**config.mk**
```make
export PLATFORM = sky130hd
export DESIGN_NAME = programmable_crc_generator
export DESIGN_NICKNAME = d
export VERILOG_FILES = /design/src/pkg/crc_pkg.sv /design/src/core/programmable_crc_generator.sv
export VERILOG_INCLUDE_DIRS = /design/src /design/src/pkg
export SDC_FILE = /design/constraint.sdc
export NUM_CORES = 1
export LEC_CHECK = 0
export BUFFER_PORTS_ARGS = -buffer_cell sky130_fd_sc_hd__buf_2
export CAP_MARGIN = 40
export CORE_MARGIN = 2
export CORE_UTILIZATION = 30
export CTS_BUF_LIST = sky130_fd_sc_hd__clkbuf_8
export DETAILED_ROUTE_END_ITERATION = 7
export HOLD_SLACK_MARGIN = 0.15
export PLACE_DENSITY = 0.52
export SLEW_MARGIN = 15
export SYNTH_ARGS = -nofsm -noshare
export SYNTH_HDL_FRONTEND = slang
export SYNTH_SLANG_ARGS = --single-unit
```
**constraint.sdc**
```tcl
create_clock -name mclk_i -period 3.4 [get_ports mclk_i]
set_clock_uncertainty 0.15 [all_clocks]
set_input_delay 0.17 -clock mclk_i [delete_from_list [all_inputs] [get_ports mclk_i]]
set_output_delay 0.17 -clock mclk_i [all_outputs]
set_load 0.03 [all_outputs]
```
**src/pkg/crc_consts.svh**
```systemverilog
`ifndef CRC_CONSTS_SVH
`define CRC_CONSTS_SVH

// register offsets on the plain register port
`define CRC_OFS_CTRL      4'h0
`define CRC_OFS_TAPS      4'h2
`define CRC_OFS_RESULT    4'h4
`define CRC_OFS_WDATA     4'h6
`define CRC_OFS_INT_STAT  4'h8
`define CRC_OFS_INT_MASK  4'ha

// control/status field positions
`define CRC_BIT_IDLE_STOP 13
`define CRC_BIT_COUNT_LO  8
`define CRC_BIT_FULL      7
`define CRC_BIT_EMPTY     6
`define CRC_BIT_RUN       4

// interrupt status bit positions
`define CRC_INT_DRAIN     0
`define CRC_INT_DONE      1

// reset values
`define CRC_TAPS_RESET    15'h0000
`define CRC_MASK_RESET    2'h0
`define CRC_LEN_RESET     4'h0

// fifo depth selection and shift rate
`define CRC_LEN_SPLIT     4'h7
`define CRC_DEPTH_LONG    5'h08
`define CRC_DEPTH_SHORT   5'h10
`define CRC_BITS_PER_CLK  5'h02

`endif

```
**src/pkg/crc_pkg.sv**
```systemverilog
package crc_pkg;

  // one register port request, sampled every clock
  typedef struct packed {
    logic [3:0]  addr;   // register offset
    logic [15:0] wdata;  // write data
    logic [1:0]  be;     // write byte lanes
    logic        wr;     // write strobe
    logic        rd;     // read strobe
  } bus_req_t;

  // shift engine states
  typedef enum logic [0:0] {
    ENG_IDLE  = 1'b0,
    ENG_SHIFT = 1'b1
  } eng_state_t;

endpackage

```
**src/core/programmable_crc_generator.sv**
```systemverilog
`include "crc_consts.svh"

module programmable_crc_generator (
  input  wire logic              mclk_i,     // 250 MHz clock
  input  wire logic              resetn_i,   // async reset, active low
  input  wire logic              sleep_i,    // device in sleep
  input  wire logic              idle_i,     // device in idle
  input  wire crc_pkg::bus_req_t bus_req_i,  // register port request
  output logic [15:0]            rdata_o,    // read data, cycle after read
  output logic                   irq_o       // level interrupt
);

  // control fields
  logic                  idle_stop;             // halt in idle
  logic                  shifter_run;           // run bit
  logic [3:0]            poly_length_minus_one; // length field
  logic [15:1]           crc_polynomial_taps;   // feedback taps
  logic [1:0]            int_status;            // sticky events
  logic [1:0]            int_mask;              // interrupt enables
  logic [15:0]           stage;                 // byte staging word
  logic                  next_idle_stop;
  logic                  next_shifter_run;
  logic [3:0]            next_poly_length_minus_one;
  logic [15:1]           next_taps;
  logic [1:0]            next_int_status;
  logic [1:0]            next_int_mask;
  logic [15:0]           next_stage;
  logic [15:0]           next_rdata;
  logic                  next_irq;

  // fifo state
  logic [15:0]           mem [16];              // word storage
  logic [15:0]           next_mem [16];
  logic [3:0]            wptr;                  // write pointer
  logic [3:0]            rptr;                  // read pointer
  logic [4:0]            fifo_valid_word_count; // valid words
  logic [3:0]            next_wptr;
  logic [3:0]            next_rptr;
  logic [4:0]            next_count;

  // engine state
  crc_pkg::eng_state_t   state;                 // engine state
  crc_pkg::eng_state_t   next_state;
  logic [15:0]           sh;                    // data being shifted
  logic [4:0]            bits_left;             // data bits still to go
  logic [15:0]           crc_result_register;   // running checksum
  logic [15:0]           next_sh;
  logic [4:0]            next_bits_left;
  logic [15:0]           next_crc;

  // shared decode
  logic                  halt;           // module clocks stopped
  logic [4:0]            depth;          // active fifo depth
  logic [3:0]            last_slot;      // highest pointer value
  logic [15:0]           wmask;          // polynomial width mask
  logic                  fifo_full_flag; // count at depth
  logic                  fifo_empty_flag;// count at zero
  logic                  wr_data_hit;    // write to data-write reg
  logic                  push;           // word completes
  logic                  overflow;       // push while full
  logic                  take;           // word moves to engine
  logic [15:0]           push_word;      // assembled, masked word
  logic                  drain_evt;      // count 1 to 0
  logic                  done_evt;       // engine ran dry

  // one lfsr step, msb-first input bit
  function automatic logic [15:0] crc_step(
    input logic [15:0] c,
    input logic        d,
    input logic [15:1] t,
    input logic [3:0]  top,
    input logic [15:0] m
  );
    logic        fb;
    logic [15:0] s;
    fb = c[top] ^ d;
    // shifting out the top stage is the implied highest term
    s = (c << 1) & m;
    if (fb) begin
      s = s ^ ({t, 1'b1} & m);
    end
    return s;
  endfunction

  // shared decode of length, depth and strobes
  always_comb begin
    // sleep always halts; idle only when asked to stop
    halt = sleep_i | (idle_i & idle_stop);
    for (int i = 0; i < 16; i++) begin
      wmask[i] = (4'(i) <= poly_length_minus_one);
    end
    depth = (poly_length_minus_one > `CRC_LEN_SPLIT) ?
            `CRC_DEPTH_LONG : `CRC_DEPTH_SHORT;
    last_slot = 4'(depth - 5'h01);
    fifo_full_flag  = (fifo_valid_word_count == depth);
    fifo_empty_flag = (fifo_valid_word_count == 5'h00);
    wr_data_hit = bus_req_i.wr &&
                  (bus_req_i.addr == `CRC_OFS_WDATA);
    // the word completes when its top byte lane is written
    if (poly_length_minus_one > `CRC_LEN_SPLIT) begin
      push = wr_data_hit && bus_req_i.be[1] && !halt;
    end else begin
      push = wr_data_hit && bus_req_i.be[0] && !halt;
    end
    push_word[15:8] = bus_req_i.be[1] ? bus_req_i.wdata[15:8]
                                      : stage[15:8];
    push_word[7:0]  = bus_req_i.be[0] ? bus_req_i.wdata[7:0]
                                      : stage[7:0];
    push_word = push_word & wmask;
    overflow = push && fifo_full_flag;
    // reload the engine as it finishes so words run back to back
    take = shifter_run && !fifo_empty_flag && !halt &&
           ((state == crc_pkg::ENG_IDLE) ||
            (bits_left <= `CRC_BITS_PER_CLK));
    drain_evt = take && !push && !overflow &&
                (fifo_valid_word_count == 5'h01);
  end

  // fifo next state: pointers, count, storage
  always_comb begin
    next_mem   = mem;
    next_wptr  = wptr;
    next_rptr  = rptr;
    next_count = fifo_valid_word_count;
    if (overflow) begin
      // count wraps; fifo behaves empty and the word is lost
      next_wptr  = 4'h0;
      next_rptr  = 4'h0;
      next_count = 5'h00;
    end else begin
      if (push) begin
        next_mem[wptr] = push_word;
        next_wptr = (wptr == last_slot) ? 4'h0 : wptr + 4'h1;
      end
      if (take) begin
        next_rptr = (rptr == last_slot) ? 4'h0 : rptr + 4'h1;
      end
      // count shows the push one cycle after the write
      if (push && !take) begin
        next_count = fifo_valid_word_count + 5'h01;
      end else if (take && !push) begin
        next_count = fifo_valid_word_count - 5'h01;
      end
    end
  end

  // fifo registers
  always_ff @(posedge mclk_i or negedge resetn_i) begin
    if (!resetn_i) begin
      wptr <= 4'h0;
      rptr <= 4'h0;
      fifo_valid_word_count <= 5'h00;
    end else begin
      wptr <= next_wptr;
      rptr <= next_rptr;
      fifo_valid_word_count <= next_count;
    end
  end

  // storage needs no reset; empty slots are never read
  always_ff @(posedge mclk_i) begin
    mem <= next_mem;
  end

  // engine next state: two lfsr steps per clock, one when a single bit is left
  always_comb begin
    next_state     = state;
    next_sh        = sh;
    next_bits_left = bits_left;
    next_crc       = crc_result_register;
    if (!halt) begin
      if (state == crc_pkg::ENG_SHIFT) begin
        next_crc = crc_step(crc_result_register,
                            sh[poly_length_minus_one],
                            crc_polynomial_taps,
                            poly_length_minus_one, wmask);
        if (bits_left >= `CRC_BITS_PER_CLK) begin
          // second bit of the pair in the same clock
          next_crc = crc_step(next_crc,
                              sh[poly_length_minus_one - 4'h1],
                              crc_polynomial_taps,
                              poly_length_minus_one, wmask);
          next_bits_left = bits_left - `CRC_BITS_PER_CLK;
        end else begin
          next_bits_left = 5'h00;
        end
        next_sh = sh << 2;
        if (next_bits_left == 5'h00) begin
          next_state = crc_pkg::ENG_IDLE;
        end
      end
      if (take) begin
        next_sh        = mem[rptr];
        next_bits_left = {1'b0, poly_length_minus_one} + 5'h01;
        next_state     = crc_pkg::ENG_SHIFT;
      end
    end
    // software seeds the checksum through the result register
    if (bus_req_i.wr && (bus_req_i.addr == `CRC_OFS_RESULT)) begin
      next_crc = bus_req_i.wdata & wmask;
    end
    done_evt = (state == crc_pkg::ENG_SHIFT) &&
               (next_state == crc_pkg::ENG_IDLE);
  end

  // engine registers
  always_ff @(posedge mclk_i or negedge resetn_i) begin
    if (!resetn_i) begin
      state               <= crc_pkg::ENG_IDLE;
      sh                  <= 16'h0000;
      bits_left           <= 5'h00;
      crc_result_register <= 16'h0000;
    end else begin
      state               <= next_state;
      sh                  <= next_sh;
      bits_left           <= next_bits_left;
      crc_result_register <= next_crc;
    end
  end

  // register file next state, read mux and interrupt
  always_comb begin
    next_idle_stop             = idle_stop;
    next_shifter_run           = shifter_run;
    next_poly_length_minus_one = poly_length_minus_one;
    next_taps                  = crc_polynomial_taps;
    next_int_mask              = int_mask;
    next_int_status            = int_status;
    next_stage                 = stage;
    next_rdata                 = 16'h0000;
    if (bus_req_i.wr) begin
      case (bus_req_i.addr)
        `CRC_OFS_CTRL: begin
          if (bus_req_i.be[0]) begin
            next_shifter_run = bus_req_i.wdata[`CRC_BIT_RUN];
            next_poly_length_minus_one = bus_req_i.wdata[3:0];
          end
          if (bus_req_i.be[1]) begin
            next_idle_stop = bus_req_i.wdata[`CRC_BIT_IDLE_STOP];
          end
        end
        `CRC_OFS_TAPS: begin
          // bit 0 has no storage; the constant term is fixed
          if (bus_req_i.be[0]) begin
            next_taps[7:1] = bus_req_i.wdata[7:1];
          end
          if (bus_req_i.be[1]) begin
            next_taps[15:8] = bus_req_i.wdata[15:8];
          end
        end
        `CRC_OFS_WDATA: begin
          // keep partial bytes until the top lane arrives
          next_stage = push_word;
        end
        `CRC_OFS_INT_MASK: begin
          if (bus_req_i.be[0]) begin
            next_int_mask = bus_req_i.wdata[1:0];
          end
        end
        default: begin
          next_stage = stage;
        end
      endcase
    end
    if (bus_req_i.rd) begin
      case (bus_req_i.addr)
        `CRC_OFS_CTRL: begin
          next_rdata = {2'b00, idle_stop, fifo_valid_word_count,
                        fifo_full_flag, fifo_empty_flag, 1'b0,
                        shifter_run, poly_length_minus_one};
        end
        `CRC_OFS_TAPS: begin
          next_rdata = {crc_polynomial_taps, 1'b0};
        end
        `CRC_OFS_RESULT, `CRC_OFS_WDATA: begin
          // valid only once drained and the engine has finished
          next_rdata = crc_result_register;
        end
        `CRC_OFS_INT_STAT: begin
          next_rdata = {14'h0000, int_status};
          next_int_status = 2'b00;
        end
        `CRC_OFS_INT_MASK: begin
          next_rdata = {14'h0000, int_mask};
        end
        default: begin
          next_rdata = 16'h0000;
        end
      endcase
    end
    // set after clear so an event in the read cycle survives;
    // no event reaches the flag while halted, since take and shifting both stop
    if (drain_evt) begin
      next_int_status[`CRC_INT_DRAIN] = 1'b1;
    end
    if (done_evt) begin
      next_int_status[`CRC_INT_DONE] = 1'b1;
    end
    next_irq = |(next_int_status & next_int_mask);
  end

  // register file flops
  always_ff @(posedge mclk_i or negedge resetn_i) begin
    if (!resetn_i) begin
      idle_stop             <= 1'b0;
      shifter_run           <= 1'b0;
      poly_length_minus_one <= `CRC_LEN_RESET;
      crc_polynomial_taps   <= `CRC_TAPS_RESET;
      int_mask              <= `CRC_MASK_RESET;
      int_status            <= 2'b00;
      stage                 <= 16'h0000;
      rdata_o               <= 16'h0000;
      irq_o                 <= 1'b0;
    end else begin
      idle_stop             <= next_idle_stop;
      shifter_run           <= next_shifter_run;
      poly_length_minus_one <= next_poly_length_minus_one;
      crc_polynomial_taps   <= next_taps;
      int_mask              <= next_int_mask;
      int_status            <= next_int_status;
      stage                 <= next_stage;
      rdata_o               <= next_rdata;
      irq_o                 <= next_irq;
    end
  end
endmodule

```
==> qor.txt, run 1 <==
PortBufs - 44
Min-Delay Endpoint - poly_length_minus_one[3]
Netlist cell types - 62
Number of synthesized register bits - 365
VDD IR max - 0.0003699 V
Fill count - 5,270
Flop2flop setup slack - -0.57 ns
R2R depth - 14
Primary FF master, synth - edfxtp_1
Chip width - 240.5 um
Initial antenna violation count - 0
EDFF count, synth - 256
Gate power share - 42.1%
Net switching power - 5.813 mW
Max Cap Violations - 0
Critical setup path kind - reg2reg
Worst path top cell family by delay - compound AO/OA/AOI/OAI gates
DRC viols - 0
Hold path depth - 3
Final #Nets - 1,468
Routed Antenna Nets - 0
Clock power share - 22.4%
Pwr/cell area - 767.2 nW/um^2
Switch share - 36.25%
Share of synthesized registers carrying an async set or reset - 29.86%
Worst r2r src - poly_length_minus_one[1]
Number of buffers created by CTS - 59
Share of layout cells above drive strength 1 - 32.38%
Drt wl/cell - 22.67 um
Placed cells - 2,054
Initial DRT Pass Iterations - 7
Gp weighted congestion - 0.9578
RSZ-0062 raised after global routing - yes
Placed instance area - 19,060 um^2
Clock sink count - 365
Post-Syn Area - 16,780 um^2
DR vias/cell - 5.133
Largest net degree at the start of global routing - 68
Via count - 11,400
Std cell rows - 86
Vias in the first global route - 11,560
CP endpoint kind - flop
HP Start - bus_req_i[7]
Sequential Power Share - 35.5%
Non-filler instance count after layout - 2,221
Die ar. - 57,860 um^2
Commonest cells after routing, fill and taps aside - 256 x edfxtp_1, 150 x buf_4, 121 x nand2_1
Fin util - 37.86%
CP max FO - 7
CTS tree - built
Slew Viols, Final - 0
Most common cell after layout, fill and taps aside - edfxtp_1
Synthesis Warnings - 0
WP data arrival - 4.37 ns
CP Launch Type - flop
# diodes - 0
Pint - 10.22 mW
Total gr overflow - 0
Minimum clock period - 3.971 ns
Die Ht - 240.5 um
Worst setup margin - -0.5715 ns
Fin. Hold Viols - 0
Synth area leaders - edfxtp_1 46%, dfrtp_1 16%, mux4_2 12%
Worst path max stage delay - 0.54 ns
Failing checks - negative setup slack
Max frequency - 251.8 MHz
Core Box Area - 55,200 um^2
Crit-path slowest cell - mux4_2
Measured slew at the worst slew-check pin - 0.8592 ns
Gr usage total - 17.51%
H-Tree Level Count - 2
Initial Util - 30.41%
Required @ worst endpoint - 3.80 ns
Io pins - 45
Crit path buf inv count - 3
Post-Synthesis Cells - 1,174
Crit path depth - 14
Outcome - finished with violations
CTS clk-pin slew, worst paths - 0.06 ns
Leakage - 7.740 nW
Setup violators final - 16
DP HPWL - 33,910 um
Clock Latency Late Sink - 0.68 ns
Critical path cell sequence - buf_6 > mux4_2 > mux2i_4 > xnor2_4 > buf_6 > o22ai_4 > mux2i_2 > a311o_1 > a2111oi_4 > xnor2_4 > buf_2 > nand2_1 > xnor2_1 > o22ai_1
Detailed Route Iter0 Violations - 1,009
Synthesized area per cell - 14.30 um^2
Yosys top cell area share - 45.80%
Area growth from synthesis to final layout - 24.52%
Post-route clock period utilization - 116.8%
Seq/Total Area, Yosys - 62.05%
Syn nets - 1,217
Total Wirelength - 50,350 um
First-pass GRT wire length - 74,740 um
Reg-to-reg endpoint - crc_result_register[13]
Worst hold path type - in2reg
Slew HR - 42.72%
Clock buffer depth - 3
Fin area - 20,900 um^2
Synth area leader - edfxtp_1
Root Buffer - clkbuf_8
==> through the flow <==
step | hold WS, ns | setup TNS, ns | power [mW] | worst slack (ns)
2_1_floorplan | -0.2756 | -2.010 | 9.510 | -0.2065
3_3_place_gp | 0.07811 | -5.900 | 11.79 | -0.4612
3_5_place_dp | 0.09043 | -7.322 | 11.84 | -0.5547
4_1_cts | 0.1612 | -6.921 | 15.71 | -0.4550
5_1_grt | 0.1897 | -9.678 | 16.81 | -0.6427
6_report | 0.2209 | -8.179 | 16.03 | -0.5715
==> sequential cells by signal, indices dropped and copies added (netlist names) <==
register / cells
crc_polynomial_taps: 15
state: 1
shifter_run: 1
idle_stop: 1
mem: 256
crc_result_register: 16
wptr: 4
fifo_valid_word_count: 5
sh: 16
int_mask: 2
rdata_o: 16
int_status: 2
poly_length_minus_one: 4
stage: 16
irq_o: 1
bits_left: 5
rptr: 4
==> cell usage after synthesis (3+ instances only) <==
| cell | n |
|---|---|
| inv_1 | 14 |
| buf_1 | 14 |
| nor3_1 | 23 |
| xor2_1 | 13 |
| nor2b_1 | 4 |
| clkbuf_1 | 48 |
| a22oi_1 | 9 |
| nand3_1 | 18 |
| nor4_1 | 5 |
| nand3b_1 | 4 |
| nand2b_1 | 5 |
| a21oi_1 | 40 |
| mux2i_1 | 30 |
| or2_2 | 5 |
| o21ai_0 | 36 |
| mux4_2 | 93 |
| dfrtp_1 | 109 |
| and2_1 | 6 |
| and3_1 | 15 |
| a41oi_1 | 4 |
| mux2_2 | 37 |
| or3_1 | 6 |
| nand2_1 | 122 |
| o22ai_2 | 3 |
| ha_1 | 15 |
| buf_6 | 4 |
| o22ai_1 | 17 |
| o31ai_1 | 7 |
| edfxtp_1 | 256 |
| o211ai_1 | 8 |
| nor2_1 | 104 |
| nor3b_1 | 4 |
| a222oi_1 | 10 |
| o21ai_1 | 4 |
| a221oi_1 | 4 |
| a211oi_1 | 11 |
| xnor2_1 | 14 |
| a31oi_1 | 20 |
==> area by class of cell <==
class,instances,area (um^2),share of cell area [%]
tap,748,935.9,4.478
timing repair buffer,259,2096,10.03
clock inverter,47,237.7,1.137
clock buffer,62,853.3,4.083
multi-input combinational,723,6292,30.11
inverter,17,63.81,0.3053
sequential,365,10420,49.86
==> per-layer routing <==
layer,routed length (um),track usage [%],share of wire (%),vias up
met5,0,0,0,-
met4,1641,6.606,3.3,0
met3,2580,2.871,5.1,92
met2,24570,29.13,49,347
met1,21570,23.02,43,5889
li1,-,-,-,5073
==> how the worst max path moves through the flow <==
stage / start / slack, ns / to
after global placement: poly_length_minus_one[1] / -0.46 / crc_result_register[7]
final: poly_length_minus_one[1] / -0.57 / crc_result_register[13]
after floorplan: poly_length_minus_one[1] / -0.21 / crc_result_register[15]
after detailed placement: poly_length_minus_one[1] / -0.55 / crc_result_register[7]
after CTS: poly_length_minus_one[1] / -0.46 / crc_result_register[7]
after global routing: poly_length_minus_one[1] / -0.64 / crc_result_register[3]
==> worst register-to-register path: cells and delay by family, from the launching register on <==
kind | cells | cell delay [ns]
muxes | 3 | 0.93
DFF | 1 | 0.41
AOI/OAI and AO/OA | 4 | 1.05
buffers and inverters | 3 | 0.61
and+or+nand+nor | 1 | 0.09
xor gates and xnor gates | 3 | 0.61
==> power by group through the flow <==
stage | combinational (mW) | sequential, mW | clock (mW)
final | 6.75 | 5.70 | 3.58
after floorplan | 3.91 | 5.60 | 0
after global placement | 6.01 | 5.79 | 0
after detailed placement | 6.07 | 5.78 | 0
after CTS | 6.29 | 5.70 | 3.72
after global routing | 7.16 | 5.74 | 3.91
==> kinds of logic after synthesis <==
family | after synthesis | share of synthesized area, %
fa+ha+maj | 15 | 1.118
simple gates | 328 | 8.684
mux | 160 | 16.75
compound gates | 191 | 7.656
flops | 365 | 62.05
xor+xnor | 29 | 1.603
buf+inv | 86 | 2.139
==> what timing repair did <==
item                                    CTS  global route
pin swaps                                 3            12
endpoints found under the hold margin   424             0
cloned                                    1             2
resized for setup                        10            23
endpoints found under the setup margin   16            40
buffers inserted                          1             4
hold buffers                             50             0
(Power assumes the default switching activity.)
==> run 2: changes to the inputs <==
Settings changed: CORE_ASPECT_RATIO set to 1.1, PLACE_DENSITY 0.52 to unset, PLACE_DENSITY_LB_ADDON set to 0.12.
==> run 2 against run 1 <==
The flow still finishes with violations (negative setup slack); cell area is 1.7% higher; non-clock buffer count is 17 higher; via count is 0.54% higher; critical path type unchanged; critical endpoint is now crc_result_register[7]; highest routed layer unchanged.
==> qor.txt, run 2 (synthesis gave the netlist of run 1 again) <==
Worst path max stage delay - 0.51 ns (-0.03 ns)
Routed Antenna Nets - 0 (unchanged)
Std cell rows - 90 (+4.7%)
Minimum clock period - 3.872 ns (-0.09993 ns)
H-Tree Level Count - 3 (+1)
Total gr overflow - 0 (unchanged)
Pint - 10.86 mW (+6.3%)
Net switching power - 6.067 mW (+4.4%)
WP data arrival - 4.23 ns (-0.14 ns)
Reg-to-reg endpoint - crc_result_register[7]
First-pass GRT wire length - 79,760 um (+6.7%)
Detailed Route Iter0 Violations - 888 (-12%)
Fin. Hold Viols - 0 (unchanged)
Pwr/cell area - 796.6 nW/um^2 (+3.8%)
Max reg flops - 256 (unchanged)
HP Start - bus_req_i[18]
Crit path depth - 15 (+1)
Setup violators final - 16 (unchanged)
CP endpoint kind - flop
Via count - 11,460 (+0.54%)
Post-route clock period utilization - 113.9% (-2.9 points)
Commonest cells after routing, fill and taps aside - 256 x edfxtp_1, 176 x buf_4, 119 x nand2_1
Required @ worst endpoint - 3.76 ns (-0.04 ns)
Max Cap Violations - 0 (unchanged)
Most common cell after layout, fill and taps aside - edfxtp_1
Max frequency - 258.3 MHz (+2.6%)
Total Wirelength - 53,880 um (+7.0%)
Worst setup margin - -0.4715 ns (+0.09993 ns)
Sequential Area - 10,420 um^2 (unchanged)
Fin area - 21,250 um^2 (+1.7%)
Switch share - 35.84% (-0.41 points)
Crit path capture - crc_result_register[7]
Clock Latency Late Sink - 0.63 ns (-0.05 ns)
Number of buffers created by CTS - 68 (+15%)
DP HPWL - 37,670 um (+11%)
Critical setup path kind - reg2reg
Placed instance area - 19,250 um^2 (+1.0%)
Overall Power - 16.93 mW (+5.6%)
Initial antenna violation count - 0 (unchanged)
Slew Viols, Final - 0 (unchanged)
Sequential Power Share - 33.8% (-1.7 points)
Measured slew at the worst slew-check pin - 0.7635 ns (-0.09572 ns)
Slew HR - 48.94% (+6.2 points)
Die ar. - 57,860 um^2 (about the same)
Worst r2r src - poly_length_minus_one[1]
RSZ-0062 raised after global routing - yes
DR vias/cell - 5.126 (-0.14%)
Vias in the first global route - 12,040 (+4.2%)
Fill count - 5,287 (+0.32%)
Fin util - 38.59% (+0.73 points)
Gp weighted congestion - 0.9163 (-4.3%)
DRC viols - 0 (unchanged)
CTS tree - built
CTS clk-pin slew, worst paths - 0.06 ns (about the same)
Final setup TNS - -6.987 ns (+1.192 ns)
Root Buffer - clkbuf_8
Biggest register - mem
CP Launch Type - flop
Pre-CTS WS - -0.5950 ns (-0.04029 ns)
CP max FO - 7 (unchanged)
Gr usage total - 18.85% (+1.3 points)
Worst hold path type - in2reg
Initial Util - 30.48% (+0.075 points)
Flop2flop setup slack - -0.47 ns (+0.10 ns)
Initial DRT Pass Iterations - 7 (unchanged)
Clock buffer depth - 3 (unchanged)
Final #Nets - 1,494 (+1.8%)
Failing checks - negative setup slack
Share of layout cells above drive strength 1 - 34.73% (+2.4 points)
Worst path top cell family by delay - compound AO/OA/AOI/OAI gates
Clock sink count - 365 (unchanged)
PortBufs - 44 (unchanged)
Core Box Area - 55,070 um^2 (-0.24%)
# diodes - 0 (unchanged)
Drt wl/cell - 24.10 um (+6.3%)
Multi-input logic area - 6339 um^2 (+0.74%)
Clock power share - 23.9% (+1.5 points)
Area growth from synthesis to final layout - 26.60%
Largest net degree at the start of global routing - 45 (-34%)
VDD IR max - 0.0004005 V (+8.3%)
Io pins - 45 (unchanged)
Gate power share - 42.4% (+0.3 points)
Critical path cell sequence - buf_12 > mux4_2 > mux2i_2 > xnor2_1 > buf_4 > buf_4 > o22ai_4 > mux2i_2 > a41oi_2 > a2111oi_4 > xnor2_4 > buf_6 > a21oi_2 > o211ai_1 > a31oi_1
Worst Setup SP - poly_length_minus_one[1]
Die Ht - 252.1 um (+4.8%)
Crit path buf inv count - 4 (+1)
Leakage - 7.987 nW (+3.2%)
Crit-path slowest cell - mux4_2
Outcome - finished with violations
Chip width - 229.5 um (-4.6%)
R2R depth - 15 (+1)
## run 2: changes by cell type in the layout (fill, tap and decap cells not counted), moves of 3 or more
cell | previous run | this run
buf_12 | 6 | 11
buf_4 | 150 | 176
clkbuf_8 | 62 | 75
clkinv_1 | 19 | 5
clkinv_2 | 14 | 6
dlygate4sd3_1 | 49 | 38
inv_1 | 27 | 43
o22ai_2 | 7 | 4
## run 2: stage by stage
stage	cells	hold slack (ns)
after global placement	2061	0.05236
after CTS	2230	0.1556
after detailed placement	2068	0.04824
final	2236	0.2180
after floorplan	1174	-0.2756
after global routing	2236	0.2177
## run 2: repair_timing
action                                 CTS  global route
buffers inserted                         4             4
gates resized for setup                 22            26
endpoints found under the hold margin  409             0
gates cloned                             1             2
setup endpoints to repair               16            16
hold buffers                            39             0
pin swaps                                3            22
## run 2: worst reg2reg max path, delay by kind of cell (launching register included)
family	cells	cell delay (ns)
AOI/OAI and AO/OA	6	1.18
muxes	3	0.98
buffers and inverters	4	0.67
DFF	1	0.42
xor gates and xnor gates	2	0.35
## run 2: worst min path at each step
stage	endpoint	slack, ns	cells past startpoint
floorplan	bits_left[0]	-0.28	0
global placement	rdata_o[2]	0.05	1
detailed placement	rdata_o[1]	0.05	1
CTS	crc_polynomial_taps[14]	0.16	3
global route	crc_polynomial_taps[14]	0.22	3
finish	crc_polynomial_taps[14]	0.22	3
## run 2: area by class of cell
cell class | count | share of cell area, %
clock buffer | 75 | 4.858
clock inverter | 44 | 1.160
tap | 736 | 4.333
timing repair buffer | 276 | 10.48
sequential | 365 | 49.04
inverter | 17 | 0.3003
multi-input combinational | 723 | 29.83
## run 2: power groups by stage
| stage | sequential [mW] | clock [mW] | combinational [mW] |
|---|---|---|---|
| CTS | 5.72 | 4.19 | 6.72 |
| floorplan | 5.60 | 0 | 3.91 |
| finish | 5.71 | 4.04 | 7.17 |
| global placement | 5.81 | 0 | 6.35 |
| detailed placement | 5.80 | 0 | 6.37 |
| global route | 5.76 | 4.39 | 7.65 |
## run 2: routing by layer
metal	share of wire, %	global-route usage, %	vias up	wire [um]
li1	-	-	5128	-
met1	42	23.29	5942	22520
met2	50	32.46	286	27140
met3	4.0	2.893	106	2135
met4	3.9	8.757	0	2079
met5	0	0	-	0
